===== src/rtl/sif_params.svh =====
/*
  Timing and register-map constants for the shutter interlock supervisor.
  Assumes inclusion by bare name from rtl/; definitions only.
*/
`ifndef SIF_PARAMS_SVH
`define SIF_PARAMS_SVH

`define SIF_CLK_MHZ 125
`define SIF_TRAVEL_MS 100
`define SIF_TRAVEL_CYC (`SIF_TRAVEL_MS * `SIF_CLK_MHZ * 1000)
`define SIF_ADDR_CTRL 4'h0
`define SIF_ADDR_STAT 4'h4
`define SIF_CTRL_RESET 3'h0
`define SIF_CTRL_CMD_BIT 0
`define SIF_CTRL_PRES_BIT 1
`define SIF_CTRL_CLR_BIT 2
`define SIF_RESP_OKAY 2'h0
`define SIF_RESP_SLVERR 2'h2

`endif


===== src/rtl/sif_pkg.sv =====
/*
  Types for the shutter interlock supervisor.
  Assumes the params header is compiled alongside.
*/
package sif_pkg;
  typedef enum logic [1:0] {SH_CLOSED, SH_OPENING, SH_OPEN, SH_CLOSING} sif_shut_e;
endpackage


===== src/rtl/sif_supervisor.sv =====
/*
  Shutter and interlock fault supervisor with an AXI4-Lite register slave.
  Assumes one 125 MHz clock, synchronous active-low reset, and raw
  asynchronous interlock and position-sense pins.
*/
`timescale 1ns/10ps
`default_nettype none
`include "sif_params.svh"

// Functional notes
// - shutter command high opens, low closes
// - open status only when present and sensed open
// - any system fault disables shutter, status low
// - travel timeout raises shutter latching fault
// - commanded closed without closed sense faults
// - position judged open, closed or neither
// - shutter fault shuts whole system down
// - over-temperature output on any controller report
// - over-temperature latches and shuts system down
// - laser runs only with system loop closed
// - shutter loop gates shutter only, not system
// - interlock-satisfied flag enables laser operation
// - closed status when present and closed only
// - modulation only while system interlock satisfied
module sif_supervisor import sif_pkg::*; #(
  parameter int unsigned TRAVEL_CYCLES = `SIF_TRAVEL_CYC,
  parameter int unsigned NUM_TEMP = 4
) (
  // clock and reset
  input wire logic aclk,
  input wire logic aresetn,
  // host machine pins
  input wire logic shutter_cmd,
  input wire logic sys_loop_closed,
  input wire logic shut_loop_closed,
  // shutter mechanism
  input wire logic sense_open,
  input wire logic sense_closed,
  output logic shutter_drive_open,
  output logic shutter_enable,
  // peripheral temperature reports
  input wire logic [NUM_TEMP-1:0] temp_out_of_range,
  // status pins
  output logic shutter_open_status,
  output logic shutter_closed_status,
  output logic shutter_fault,
  output logic overtemp_fault,
  output logic interlock_ok,
  output logic modulation_enable,
  output logic system_run,
  // axi4-lite write address
  input wire logic [3:0] s_awaddr,
  input wire logic s_awvalid,
  output logic s_awready,
  // axi4-lite write data
  input wire logic [31:0] s_wdata,
  input wire logic [3:0] s_wstrb,
  input wire logic s_wvalid,
  output logic s_wready,
  // axi4-lite write response
  output logic [1:0] s_bresp,
  output logic s_bvalid,
  input wire logic s_bready,
  // axi4-lite read address
  input wire logic [3:0] s_araddr,
  input wire logic s_arvalid,
  output logic s_arready,
  // axi4-lite read data
  output logic [31:0] s_rdata,
  output logic [1:0] s_rresp,
  output logic s_rvalid,
  input wire logic s_rready
);

  localparam int CW = $clog2(TRAVEL_CYCLES + 1);
  localparam int NS = 4 + NUM_TEMP;

  initial begin
    if (TRAVEL_CYCLES < 2 || NUM_TEMP < 1) begin
      $error("sif_supervisor: bad parameters");
    end
  end

  typedef struct packed {
    logic [NS-1:0] s1, s2, s3;
    logic [NS-1:0] flt;
    sif_shut_e shut;
    logic [CW-1:0] tmr;
    logic sfault, ofault;
    logic cmd_sw, present_sw;
    logic aw_got, w_got;
    logic [3:0] awaddr;
    logic [31:0] wdata;
    logic [3:0] wstrb;
    logic bvalid;
    logic [1:0] bresp;
    logic rvalid;
    logic [1:0] rresp;
    logic [31:0] rdata;
    logic open_st, closed_st, drive, en, ilk, mod, run;
  } sif_state_s;

  sif_state_s q_reg, q_next;

  logic [NS-1:0] raw;
  assign raw = {temp_out_of_range, sense_closed, sense_open, shut_loop_closed, sys_loop_closed};

  logic sys_ok, shut_ok, s_open, s_closed, any_temp, cmd_open, sys_fault, present;
  logic moving, neither;
  // the host command pin passes its own three-stage filter
  logic [2:0] cmd_sy_reg;
  logic pin_cmd_f;

  always_comb begin
    q_next = q_reg;
    // input filter: a bit changes only when stages two and three agree
    q_next.s1 = raw;
    q_next.s2 = q_reg.s1;
    q_next.s3 = q_reg.s2;
    for (int i = 0; i < NS; i++) begin
      if (q_reg.s2[i] == q_reg.s3[i]) begin
        q_next.flt[i] = q_reg.s3[i];
      end
    end
    sys_ok = q_reg.flt[0];
    shut_ok = q_reg.flt[1];
    s_open = q_reg.flt[2];
    s_closed = q_reg.flt[3];
    any_temp = |q_reg.flt[NS-1:4];
    // present when loop closed or software strapped it
    present = shut_ok | q_reg.present_sw;
    cmd_open = q_reg.cmd_sw | pin_cmd_f;
    sys_fault = q_reg.sfault | q_reg.ofault;
    moving = (q_reg.shut == SH_OPENING) || (q_reg.shut == SH_CLOSING);
    neither = !s_open && !s_closed;

    // shutter only runs with its loop closed
    if (!shut_ok || sys_fault) begin
      q_next.shut = SH_CLOSED;
      q_next.tmr = '0;
    end else begin
      unique case (q_reg.shut)
        SH_CLOSED: begin
          if (cmd_open) begin
            q_next.shut = SH_OPENING;
            q_next.tmr = '0;
          end
        end
        SH_OPEN: begin
          if (!cmd_open) begin
            q_next.shut = SH_CLOSING;
            q_next.tmr = '0;
          end
        end
        SH_OPENING: begin
          if (!cmd_open) begin
            q_next.shut = SH_CLOSING;
            q_next.tmr = '0;
          end else if (s_open && !s_closed) begin
            q_next.shut = SH_OPEN;
          end else begin
            q_next.tmr = q_reg.tmr + 1'b1;
          end
        end
        SH_CLOSING: begin
          if (cmd_open) begin
            q_next.shut = SH_OPENING;
            q_next.tmr = '0;
          end else if (s_closed && !s_open) begin
            q_next.shut = SH_CLOSED;
          end else begin
            q_next.tmr = q_reg.tmr + 1'b1;
          end
        end
      endcase
    end

    // latched faults clear only via reset or software
    // clear comes first so a fault event in the same cycle wins
    if (q_reg.aw_got && q_reg.w_got && q_reg.awaddr == `SIF_ADDR_CTRL && q_reg.wstrb[0]
        && q_reg.wdata[`SIF_CTRL_CLR_BIT] && !any_temp) begin
      q_next.ofault = 1'b0;
      q_next.sfault = 1'b0;
    end
    if (shut_ok && moving && q_reg.tmr >= CW'(TRAVEL_CYCLES)) begin
      q_next.sfault = 1'b1;
    end
    if (shut_ok && !moving && !cmd_open && q_reg.shut == SH_CLOSED && (neither || s_open)) begin
      q_next.sfault = 1'b1;
    end
    if (any_temp) begin
      q_next.ofault = 1'b1;
    end

    q_next.en = shut_ok && !sys_fault;
    q_next.drive = shut_ok && !sys_fault && cmd_open;
    q_next.open_st = present && s_open && !s_closed && !sys_fault;
    q_next.closed_st = present && s_closed && !s_open && !sys_fault;
    q_next.ilk = sys_ok;
    // system loop dominates, faults shut down
    q_next.run = sys_ok && !q_next.sfault && !q_next.ofault;
    q_next.mod = sys_ok && !q_next.sfault && !q_next.ofault;

    // axi4-lite write side
    if (s_awvalid && !q_reg.aw_got) begin
      q_next.aw_got = 1'b1;
      q_next.awaddr = s_awaddr;
    end
    if (s_wvalid && !q_reg.w_got) begin
      q_next.w_got = 1'b1;
      q_next.wdata = s_wdata;
      q_next.wstrb = s_wstrb;
    end
    if (q_reg.aw_got && q_reg.w_got && !q_reg.bvalid) begin
      q_next.aw_got = 1'b0;
      q_next.w_got = 1'b0;
      q_next.bvalid = 1'b1;
      if (q_reg.awaddr == `SIF_ADDR_CTRL) begin
        q_next.bresp = `SIF_RESP_OKAY;
        if (q_reg.wstrb[0]) begin
          q_next.cmd_sw = q_reg.wdata[`SIF_CTRL_CMD_BIT];
          q_next.present_sw = q_reg.wdata[`SIF_CTRL_PRES_BIT];
        end
      end else begin
        q_next.bresp = `SIF_RESP_SLVERR;
      end
    end
    if (q_reg.bvalid && s_bready) begin
      q_next.bvalid = 1'b0;
    end

    // axi4-lite read side
    if (s_arvalid && !q_reg.rvalid) begin
      q_next.rvalid = 1'b1;
      q_next.rresp = `SIF_RESP_OKAY;
      unique case (s_araddr)
        `SIF_ADDR_CTRL: q_next.rdata = {29'h0, 1'b0, q_reg.present_sw, q_reg.cmd_sw};
        `SIF_ADDR_STAT: q_next.rdata = {22'h0, q_reg.shut, q_reg.run, q_reg.mod, q_reg.ilk,
                                        q_reg.ofault, q_reg.sfault, q_reg.closed_st,
                                        q_reg.open_st, shut_ok};
        default: begin
          q_next.rdata = 32'h0;
          q_next.rresp = `SIF_RESP_SLVERR;
        end
      endcase
    end
    if (q_reg.rvalid && s_rready) begin
      q_next.rvalid = 1'b0;
    end
  end

  // filtered command pin; the raw pin is never used directly
  always_ff @(posedge aclk) begin
    if (!aresetn) begin
      cmd_sy_reg <= 3'h0;
      pin_cmd_f <= 1'b0;
    end else begin
      cmd_sy_reg <= {cmd_sy_reg[1:0], shutter_cmd};
      if (cmd_sy_reg[1] == cmd_sy_reg[2]) begin
        pin_cmd_f <= cmd_sy_reg[2];
      end
    end
  end

  always_ff @(posedge aclk) begin
    if (!aresetn) begin
      q_reg <= '0;
    end else begin
      q_reg <= q_next;
    end
  end

  assign s_awready = !q_reg.aw_got;
  assign s_wready = !q_reg.w_got;
  assign s_bvalid = q_reg.bvalid;
  assign s_bresp = q_reg.bresp;
  assign s_arready = !q_reg.rvalid;
  assign s_rvalid = q_reg.rvalid;
  assign s_rdata = q_reg.rdata;
  assign s_rresp = q_reg.rresp;
  assign shutter_drive_open = q_reg.drive;
  assign shutter_enable = q_reg.en;
  assign shutter_open_status = q_reg.open_st;
  assign shutter_closed_status = q_reg.closed_st;
  assign shutter_fault = q_reg.sfault;
  assign overtemp_fault = q_reg.ofault;
  assign interlock_ok = q_reg.ilk;
  assign modulation_enable = q_reg.mod;
  assign system_run = q_reg.run;

endmodule
`default_nettype wire


===== config.mk =====
export PLATFORM = sky130hd
export DESIGN_NAME = sif_supervisor
export DESIGN_NICKNAME = d
export VERILOG_FILES = /design/src/rtl/sif_pkg.sv /design/src/rtl/sif_supervisor.sv
export VERILOG_INCLUDE_DIRS = /design/src /design/src/rtl
export SDC_FILE = /design/constraint.sdc
export NUM_CORES = 1
export LEC_CHECK = 0
export ABC_CLOCK_PERIOD_IN_PS = 3400
export BUFFER_PORTS_ARGS = -buffer_cell sky130_fd_sc_hd__buf_2
export CAP_MARGIN = 0
export CORE_ASPECT_RATIO = 1.1
export CORE_MARGIN = 2
export CORE_UTILIZATION = 58
export CTS_BUF_LIST = sky130_fd_sc_hd__clkbuf_8
export DETAILED_ROUTE_END_ITERATION = 10
export GPL_TIMING_DRIVEN = 0
export PLACE_DENSITY = 0.95
export SLEW_MARGIN = 25
export SYNTH_ARGS = -nofsm -noshare
export SYNTH_HDL_FRONTEND = slang
export SYNTH_SLANG_ARGS = --single-unit
export TNS_END_PERCENT = 20

===== constraint.sdc =====
create_clock -name aclk -period 3.4 [get_ports aclk]
set_clock_uncertainty 0.15 [all_clocks]
set_input_delay 0.68 -clock aclk [delete_from_list [all_inputs] [get_ports aclk]]
set_output_delay 0.68 -clock aclk [all_outputs]
set_load 0.05 [all_outputs]

==> run metrics <==
share of cells above drive strength 1=21.95%; max reg flops=53; clock buffer depth=2; Hold Path Class=register to register; clock slew at reported path FFs=roughly 0.10 ns; M2 GR Usage=37.43%; largest net degree at the start of global routing=19; Tightest Pin Transition=just over 0.7 ns; Seq/Total Area, Yosys=roughly 47%; post-layout min period=roughly 2.5 ns; drt wl/cell=between 10 and 15 um; drt total wl=approximately 8.3 mm; CP required=around 3.5 ns; total negative slack=0 ns; Worst path max stage delay=between 0.4 and 0.5 ns; YS warnings=0; number of buffers created by CTS=9; Critical R2R Capture=q_reg[103]; first-pass GRT wire length=about 14 mm; # IOs=between 100 and 150; CTS sink count=95; post-route ant nets=0; status=complete, but fails checks; Mapped Area=between 4000 and 5000 sq um; clk_lat worst skew=0.37 ns; die area=between 7000 and 8000 sq um; vias in the first global route=about 3,100; R2R cell count=7; CP startpoint kind=register; Synth-to-Final Area Change=16.01%; Final Setup Violations=0; post-synthesis cell type count=51; Critical Path Sink Type=register; GPL Wtd Cong=slightly below 0.9; Worst path slowest cell=a2111oi_0; highest achievable clock rate=just under 400 MHz; FF+latch count, synth=95; initial antenna violation count=0; leak pwr=1.995 nW; setup slack after placement=slightly below 1 ns; failing checks=design-rule violations; most common cell after layout, fill and taps aside=dfxtp_1; H-tree levels=3; CTS tree=yes; PwrDens=approximately 440 nW/um^2; Worst Path Arrival=2.63 ns; number of synthesized flops with an enable pin=0; met1 Usage GRT=between 20% and 30%; vias per cell=5.330; Post-DP HPWL=approximately 6 mm; n_diodes=0; most frequent cells in the layout=dfxtp_1 (95), buf_2 (54), buf_4 (38); Slew Viols, Final=0; drt first pass iters=8; final period utilization=about 75%; GR peak layer=met2; Rel. slew slack=51.75%; Worst Hold Depth=1; core area=between 6000 and 7000 sq um; ys async rst share=0%; synthesized area per cell=about 9.3 sq um; Iter 0 DRT Violations=between 200 and 300; VDD IR max=between 0.0004 and 0.0005 V; reg2reg start=q_reg[116]; Final Hold Fails=0; worst-path cell chain=inv_1, ha_1, and3b_1, a2111oi_0, a211o_1, clkbuf_1, nor2_1; IO buf count=53; Starting Density=between 60% and 70%; critical path fanouts, max=10; total grt overflow=0; Max-Cap Viols=0; DRC viols=2; postcts setup bufs=0; Overall Power=~2.0 mW; Top FF cell, synth=dfxtp_1; hold buffer count at CTS=0; Final WS setup=between 0.8 and 0.9 ns; die width=between 80 and 90 um; Worst setup endpoint=q_reg[103]; row cnt=31; RSZ-0062 raised after global routing=no; met3 usage=slightly above 6%; CP Launch Point=q_reg[116]; vias=roughly 3,200; WS Path Type=register to register; R2R setup slack=0.85 ns; WP depth=7; cell class contributing the biggest share of worst-path delay=compound AO/OA/AOI/OAI gates; Layout fillers=just under 500; final net count=just under 600; Overall Global Routing Usage=roughly 22%; chip height=just over 90 um; clock tree root driver cell=clkbuf_8; Cells after Synth=432; Post-CTS Resized=0; buffers and inverters on the worst path=2
## layout make-up
| class | instances | area [sq um] | area share [%] |
|---|---|---|---|
| Tap cell | 82 | 102.6 | 2.197 |
| Timing Repair Buffer | 53 | 265.3 | 5.681 |
| Multi-Input combinational cell | 293 | 1814 | 38.85 |
| Clock inverter | 7 | 66.31 | 1.420 |
| Sequential cell | 95 | 1902 | 40.73 |
| Buffer | 52 | 339.1 | 7.262 |
| Inverter | 15 | 56.30 | 1.206 |
| Clock buffer | 9 | 123.9 | 2.653 |
## worst min-delay path by stage
stage          slack, ns          start       endpoint
4_1_cts             0.29  cmd_sy_reg[0]  cmd_sy_reg[1]
3_5_place_dp        0.27    q_next[137]    q_next[129]
5_1_grt             0.30    q_next[138]    q_next[130]
3_3_place_gp        0.26  cmd_sy_reg[0]  cmd_sy_reg[1]
2_1_floorplan       0.26  cmd_sy_reg[0]  cmd_sy_reg[1]
6_report            0.29  cmd_sy_reg[0]  cmd_sy_reg[1]
## where the power goes
group / switching [mW] / internal (mW)
combinational: 0.124 / 0.0647
clock: 0.424 / 0.282
sequential: 0.0143 / 1.14
## logic make-up after synthesis
group / count (synthesis) / share of synthesized area, %
mux: 13 / 3.295
fa+ha+maj: 6 / 1.865
compound gates: 66 / 11.44
buf+inv: 67 / 9.823
xor+xnor: 18 / 3.917
other cells: 1 / 0.09317
flops: 95 / 47.25
simple gates: 166 / 22.32
## through the flow
step | hold WS (ns) | util [%] | instances | cell area, sq um
floorplan | 0.2619 | - | 455 | 4111
global placement | 0.2642 | 67.14 | 590 | 4479
detailed placement | 0.2669 | 67.14 | 590 | 4479
CTS | 0.2885 | 69.99 | 606 | 4669
global route | 0.2970 | 69.99 | 606 | 4669
finish | 0.2870 | 69.99 | 606 | 4669
## worst reg2reg max path: cells and delay by family, from the launching register on
family                     cells  cell delay, ns
adders and majority gates      1            0.27
buffers and inverters          2            0.53
and+or+nand+nor                2            0.38
AOI/OAI and AO/OA              2            0.68
DFF                            1            0.41
## cells in the mapped netlist, types with 3 or more instances
master    instances  share of area (%)
dfxtp_1          95                 47
buf_4            38                7.1
nor2_1           34                3.2
and2_1           31                4.8
nand2_1          25                2.3
nor2b_1          23                3.6
o21ai_0          20                2.5
inv_1            15                1.4
xor2_1           15                3.3
clkbuf_1         13                1.2
nand3_1          12                1.5
mux2i_1          11                2.7
a21boi_0          9                1.7
a21oi_1           9                1.1
a22oi_1           9                1.7
nand4_1           9                1.4
ha_1              6                1.9
and3_1            4               0.62
nor3_1            4               0.50
or4_1             4               0.75
nand2b_1          3               0.47
nor3b_1           3               0.56
nor4_1            3               0.47
xnor2_1           3               0.65
## layer usage
metal | vias up | routed length [um] | part of all wire (%)
met3 | 21 | 497 | 6.0
li1 | 1579 | - | -
met1 | 1510 | 3524 | 42
met4 | 0 | 166 | 2.0
met5 | - | 0 | 0
met2 | 120 | 4157 | 50
Note: power is estimated with default switching activity, not from simulation.
